## src/hw/bfd_pkg.sv

```systemverilog
package bfd_pkg;

    // ------------------------------------------------------------
    // Timing
    // ------------------------------------------------------------
    localparam int unsigned CLK_HZ        = 125_000_000;
    localparam int unsigned GUARD_US      = 1000;
    localparam int unsigned BURST_LONG_US = 10_000;
    localparam int unsigned BURST_SHORT_US = 2000;
    localparam int unsigned CYC_PER_US    = CLK_HZ / 1_000_000;
    // Window lengths in clock cycles, burst minus guard, rounded down
    localparam int unsigned WIN_LONG_CYC  = (BURST_LONG_US - GUARD_US) * CYC_PER_US;
    localparam int unsigned WIN_SHORT_CYC = (BURST_SHORT_US - GUARD_US) * CYC_PER_US;
    localparam int unsigned WIN_W         = 21;
    localparam int unsigned CNT_W         = 8;
    localparam int unsigned BURSTS_DEF    = 128;

    // ------------------------------------------------------------
    // Types
    // ------------------------------------------------------------
    typedef enum logic [0:0] {
        BFD_FMT_LONG,
        BFD_FMT_SHORT
    } bfd_fmt_t;

    typedef struct packed {
        logic burst_gate;
        logic ref_clk_in;
        logic sig_clk_in;
    } bfd_pins_t;

    typedef struct packed {
        logic signed [CNT_W:0] error;
        logic                  valid;
    } bfd_result_t;

endpackage

```

## src/hw/bfd_core.sv

```systemverilog
`timescale 1ns/1ps
// ----------------------------------------------------------------
// Burst frequency discriminator core
// ----------------------------------------------------------------
module bfd_core #(
    parameter int unsigned BURSTS   = bfd_pkg::BURSTS_DEF,
    parameter int unsigned WIN_LONG = bfd_pkg::WIN_LONG_CYC,
    parameter int unsigned WIN_SHORT = bfd_pkg::WIN_SHORT_CYC
) (
    input  wire logic                              i_ref_clk,
    input  wire logic                              i_rst_b,
    input  wire logic                              i_ce,
    input  wire bfd_pkg::bfd_pins_t                i_pins,
    input  wire bfd_pkg::bfd_fmt_t                 i_adaptive_burst_mode,
    output bfd_pkg::bfd_result_t                   o_result,
    output logic                                   o_window,
    output logic                                   o_capture
);
    import bfd_pkg::*;

    // ------------------------------------------------------------
    // Elaboration checks
    // ------------------------------------------------------------
    localparam int unsigned BCNT_W = $clog2(BURSTS);
    initial begin
        if (BURSTS != 128 && BURSTS != 256)
            $error("BURSTS must be 128 or 256");
        if (WIN_LONG == 0 || WIN_SHORT == 0 || WIN_LONG >= (1 << WIN_W) || WIN_SHORT >= (1 << WIN_W))
            $error("window length out of range");
    end

    typedef enum logic [1:0] {
        ST_IDLE,
        ST_WINDOW,
        ST_WAIT_END,
        ST_CLEAR
    } bfd_state_t;

    // ------------------------------------------------------------
    // Input synchronisers
    // ------------------------------------------------------------
    logic [2:0] pin_lvl;
    logic [2:0] pin_rise;

    bfd_sync #(.W(3)) u_sync (
        .i_ref_clk (i_ref_clk),
        .i_rst_b   (i_rst_b),
        .i_ce      (i_ce),
        .i_async   ({i_pins.burst_gate, i_pins.ref_clk_in, i_pins.sig_clk_in}),
        .o_level   (pin_lvl),
        .o_rise    (pin_rise)
    );

    wire gate_rise = pin_rise[2];
    wire gate_lvl  = pin_lvl[2];
    wire ref_edge  = pin_rise[1];
    wire sig_edge  = pin_rise[0];

    // ------------------------------------------------------------
    // State
    // ------------------------------------------------------------
    bfd_state_t         state_r;
    bfd_state_t         state_nxt;
    logic [WIN_W-1:0]   win_cnt_r;
    logic [BCNT_W-1:0]  burst_cnt_r;
    logic [CNT_W-1:0]   ref_cnt_r;
    logic [CNT_W-1:0]   sig_cnt_r;
    bfd_result_t        result_r;
    logic               window_r;
    logic               capture_r;

    // Format picks window length; sampled at burst start only
    wire [WIN_W-1:0] win_len = (i_adaptive_burst_mode == BFD_FMT_SHORT) ?
                               WIN_W'(WIN_SHORT) : WIN_W'(WIN_LONG);

    wire win_done   = (state_r == ST_WINDOW) && (win_cnt_r == '0);
    wire last_burst = (burst_cnt_r == BCNT_W'(BURSTS - 1));
    wire counting   = (state_r == ST_WINDOW);

    // Signed difference, widened one bit so it never wraps
    function automatic logic signed [CNT_W:0] diff_f(input logic [CNT_W-1:0] s,
                                                      input logic [CNT_W-1:0] r);
        diff_f = $signed({1'b0, s}) - $signed({1'b0, r});
    endfunction

    // Next state
    always_comb begin
        state_nxt = state_r;
        unique case (state_r)
            ST_IDLE:     if (gate_rise) state_nxt = ST_WINDOW;
            ST_WINDOW:   if (win_done || !gate_lvl) state_nxt = ST_WAIT_END;
            ST_WAIT_END: if (!gate_lvl) state_nxt = last_burst ? ST_CLEAR : ST_IDLE;
            ST_CLEAR:    state_nxt = ST_IDLE;
        endcase
    end

    // Control and window timer
    always_ff @(posedge i_ref_clk or negedge i_rst_b) begin
        if (!i_rst_b) begin
            state_r   <= ST_IDLE;
            win_cnt_r <= '0;
            window_r  <= 1'b0;
        end else if (i_ce) begin
            state_r   <= state_nxt;
            window_r  <= (state_nxt == ST_WINDOW);
            // Window ends guard time before burst end
            if (state_r == ST_IDLE && gate_rise)
                win_cnt_r <= win_len - WIN_W'(1);
            else if (counting && win_cnt_r != '0)
                win_cnt_r <= win_cnt_r - WIN_W'(1);
        end
    end

    // Burst counter: wraps after the last burst of a period
    always_ff @(posedge i_ref_clk or negedge i_rst_b) begin
        if (!i_rst_b) begin
            burst_cnt_r <= '0;
        end else if (i_ce) begin
            if (state_r == ST_CLEAR)
                burst_cnt_r <= '0;
            else if (state_r == ST_WAIT_END && !gate_lvl)
                burst_cnt_r <= burst_cnt_r + BCNT_W'(1);
        end
    end

    // Edge counters; eight bits wrap, ok since only low bits differ
    always_ff @(posedge i_ref_clk or negedge i_rst_b) begin
        if (!i_rst_b) begin
            ref_cnt_r <= '0;
            sig_cnt_r <= '0;
        end else if (i_ce) begin
            if (state_r == ST_CLEAR) begin
                ref_cnt_r <= '0;
                sig_cnt_r <= '0;
            end else if (counting) begin
                ref_cnt_r <= ref_cnt_r + CNT_W'(ref_edge);
                sig_cnt_r <= sig_cnt_r + CNT_W'(sig_edge);
            end
        end
    end

    // Capture and hold the comparison at period end
    always_ff @(posedge i_ref_clk or negedge i_rst_b) begin
        if (!i_rst_b) begin
            result_r  <= '0;
            capture_r <= 1'b0;
        end else if (i_ce) begin
            capture_r <= (state_nxt == ST_CLEAR);
            if (state_nxt == ST_CLEAR) begin
                result_r.error <= diff_f(sig_cnt_r, ref_cnt_r);
                result_r.valid <= 1'b1;
            end
        end
    end

    // Held result drives the carrier loop continuously
    assign o_result  = result_r;
    assign o_window  = window_r;
    assign o_capture = capture_r;
endmodule

```

## src/hw/bfd_sync.sv

```systemverilog
`timescale 1ns/1ps
// ----------------------------------------------------------------
// Two-flop synchroniser with rising-edge pulse
// ----------------------------------------------------------------
module bfd_sync #(
    parameter int unsigned W = 3
) (
    input  wire logic         i_ref_clk,
    input  wire logic         i_rst_b,
    input  wire logic         i_ce,
    input  wire logic [W-1:0] i_async,
    output logic      [W-1:0] o_level,
    output logic      [W-1:0] o_rise
);
    logic [W-1:0] meta_r;
    logic [W-1:0] sync_r;
    logic [W-1:0] prev_r;

    // First stage only feeds second stage
    always_ff @(posedge i_ref_clk or negedge i_rst_b) begin
        if (!i_rst_b) begin
            meta_r <= '0;
            sync_r <= '0;
            prev_r <= '0;
        end else if (i_ce) begin
            meta_r <= i_async;
            sync_r <= meta_r;
            prev_r <= sync_r;
        end
    end

    assign o_level = sync_r;
    assign o_rise  = sync_r & ~prev_r;
endmodule

```

## config.mk

```make
export PLATFORM = sky130hd
export DESIGN_NAME = bfd_core
export DESIGN_NICKNAME = d
export VERILOG_FILES = /design/src/hw/bfd_pkg.sv /design/src/hw/bfd_core.sv /design/src/hw/bfd_sync.sv
export SDC_FILE = /design/constraint.sdc
export NUM_CORES = 1
export LEC_CHECK = 0
export ABC_AREA = 1
export ABC_CLOCK_PERIOD_IN_PS = 4290
export BUFFER_PORTS_ARGS = -buffer_cell sky130_fd_sc_hd__buf_2
export CORE_ASPECT_RATIO = 1.2
export CORE_UTILIZATION = 60
export DETAILED_ROUTE_END_ITERATION = 16
export PLACE_DENSITY = 0.78
export SLEW_MARGIN = 20
export SYNTH_ARGS = -nofsm -noshare
export SYNTH_HDL_FRONTEND = slang
export SYNTH_SLANG_ARGS = --single-unit
```

## constraint.sdc

```tcl
create_clock -name i_ref_clk -period 4.29 [get_ports i_ref_clk]
set_input_delay 0.858 -clock i_ref_clk [delete_from_list [all_inputs] [get_ports i_ref_clk]]
set_output_delay 0.858 -clock i_ref_clk [all_outputs]
set_load 0.02 [all_outputs]
```

==> results.md <==
- Dominant synthesized flop cell: dfrtp_1
- Num ports: 19
- Initial core utilization: 0.616
- Yosys reg bits: 67
- Syn_nets: 543
- DRC Markers: 0
- Final ANT Viol Nets: 0
- Required time of the critical path: 4.53 ns
- Top cells by area, synth: dfrtp_1 42%, nand2_1 14%, inv_1 5.7%, nand3_1 5.6%, o21ai_0 4.8%
- H-tree depth: 3
- WP data arrival: 2.93 ns
- Clock net sink count: 67
- Clock latency on the worst-skew pair: 0.34 ns
- DRT iter0 DRCs: 239
- Worst path slowest cell: dfrtp_1
- Int Pwr: 0.00145 W
- Critical path peak fanout: 30
- TritonCTS Buffers: 9
- Most frequent cell after synthesis: nand2_1
- Cell leakage power: 2.18 nW
- Fin. max-slew vios: 0
- Post CTS Setup Buffer Count: 0
- FF+latch area: 1680 sq um
- Setup violators final: 0
- Final min period: 2.69 ns
- Sequential share of the synthesized area: 0.425
- Gpl congestion: 0.925
- Layout cells sized above 1: 0.109
- Die footprint: 6910 sq um
- Leading area contributor after synthesis: dfrtp_1
- Clock tree buffer depth: 2
- Max-cap violation count: 0
- Routed len/inst: 13.4 microns
- Hold Startpoint: o_result[0]
- Syn avg cell area: 7.58 sq um
- Pin count of the biggest net entering global routing: 39
- Sw frac: 0.435
- Tcrit/Tclk final: 0.628
- Worst slew margin: 0.410
- Post-route clock skew: 0.00720 ns
- Dpl hpwl: 6.06 mm
- Resized cells post-CTS: 0
- P&R area growth vs syn: 7.64%
- Switching pwr: 0.00112 W
- Multi-input logic area: 1960 sq um
- CP cell instances: nor2_2, nand2_2, nand2_1, ha_1, inv_1, nor2_1, nand4_4, nor2_4, nand2_2, nor2_1, nand2_1, nand3_1, nand2_1
- Global Route Usage Sum: 0.267
- Wirelength, routed: 8.40 mm
- Reg clk slew, reported paths: 0.07 ns
- Via count: 3418
- R2R Path Start: state_r[1]
- Commonest cells in the netlist: 151 x nand2_1, 67 x dfrtp_1, 60 x inv_1
- Comb power frac: 0.449
- Vias in the first global route: 3208
- Final hold violation count: 0
- Final nets: 561
- Synth warn: 0
- First-pass GRT wire length: 14.5 mm
- Startpoint Class: flop
- IO buf count: 18
- Die width: 76.0 microns
- Critical Path Max Stage Delay: 0.45 ns
- Sequential power share: 0.369
- Power Dens Cells: 605 nW/um^2
- TNS Setup: 0 ns
- Library cells used by synthesis: 37
- Ant. Diodes: 0
- WHS: 0.470 ns
- Antenna violations before repair: 0
- Filler cells: 571
- Detailed Routing Iterations Pass 1: 5
- Clock share of power: 0.183
- Unrepaired setup endpoints after global routing: false
- Worst setup path startpoint: state_r[1]
- Core area: 6410 sq um
- Hold/Removal Path Class: flop to flop
- Post-synth top area share: 0.425
- Global route overflow: 0
- Crit. End Element: flop
- Vias/cell: 5.45
- Status: finished, final reports clean
- Post-synth EDFFs: 0
- CTS tree: yes
- Worst-Margin Slew: 0.885 ns
- Row count: 32
- Async SR Flop Fraction: 1.00
- Hold_buf cts: 0
- Top cell by count, worst path: nand2_1
- Die span in y: 90.9 microns
- Post-Synthesis Cells: 521
- Clock root buffer: clkbuf_8
- Max Fclk: 371 MHz
- Post-Syn Area: 3950 sq um
- VDD IR max: 0.278 mV
- Crit path kind: flop to flop
[cell type report]
class / instances / area share
multi-input cells: 379 / 0.462
repair buffers: 19 / 0.0230
flip-flops and latches: 67 / 0.395
clock buffers: 12 / 0.0365
clock inverters: 2 / 0.00294
inverters: 63 / 0.0557
well taps: 85 / 0.0250
[metrics by stage]
stage	utilization	std cells	power [W]	setup slack, ns	cell area, sq um
global placement	0.637	613	0.00205	1.74	4080
global route	0.663	627	0.00279	1.35	4250
floorplan	-	521	0.00186	2.07	3950
finish	0.663	627	0.00257	1.60	4250
CTS	0.663	627	0.00257	1.62	4250
detailed placement	0.637	613	0.00210	1.63	4080
[worst paths after layout]
| path | end | slack [ns] | cells after the start |
|---|---|---|---|
| worst max-delay path | win_cnt_r[18] | 1.60 | 13 |
| worst min-delay path | o_result[0] | 0.47 | 1 |
| worst max register to register | win_cnt_r[18] | 1.60 | 13 |
| worst min register to register | o_result[0] | 0.47 | 1 |
| max in group asynchronous | win_cnt_r[14] | 2.75 | 2 |
| min in group asynchronous | win_cnt_r[7] | 0.62 | 1 |
[power by group through the flow]
stage          logic, W  registers, W  clock network [W]
6_report        0.00115      0.000947           0.000469
5_1_grt         0.00132      0.000968           0.000496
4_1_cts         0.00115      0.000945           0.000474
3_5_place_dp    0.00114      0.000955                  0
3_3_place_gp    0.00111      0.000945                  0
2_1_floorplan  0.000933      0.000925                  0
[critical path, delay by kind of cell, from the launching register on]
kind,cells,cell delay [ns]
adder cells (fa/ha/maj),1,0.17
buffers and inverters,1,0.06
AND/OR/NAND/NOR,11,1.91
flip-flops,1,0.45
[cells in the final DEF (no fill, tap or decap), types with 3 or more instances in the layout]
cell type / count
nand2_1: 151
nand2_2: 5
xor2_1: 7
ha_1: 14
nand3_2: 4
xnor2_1: 3
o21ai_0: 38
nor2_4: 4
a211oi_1: 3
nand3_1: 44
nor3_1: 10
inv_1: 60
dfrtp_1: 67
clkbuf_8: 11
nor2_1: 37
o21bai_1: 3
buf_2: 18
inv_2: 3
nor2_2: 6
a21oi_1: 18
nand4_1: 8
nand3b_1: 4
o21ai_1: 5
[layer usage]
metal	wire length (microns)	GRT usage
met2	4130	0.448
met5	0	0
met4	167	0.106
met3	299	0.0455
met1	3810	0.342
[logic make-up after synthesis]
kind of cell,Yosys count,share of synthesized area
xor gates and xnor gates,10,0.0222
AOI/OAI and AO/OA,74,0.103
buffers and inverters,75,0.0777
adders and majority gates,15,0.0494
and+or+nand+nor,280,0.323
DFF,67,0.425
[state kept, by name, indices dropped and copies added (netlist names)]
name,cells
win_cnt_r,21
burst_cnt_r,7
u_sync.prev_r,3
o_window,1
ref_cnt_r,8
state_r,2
u_sync.o_level,3
sig_cnt_r,8
o_capture,1
u_sync.meta_r,3
o_result,10
Power figures use the tool's default switching activity.
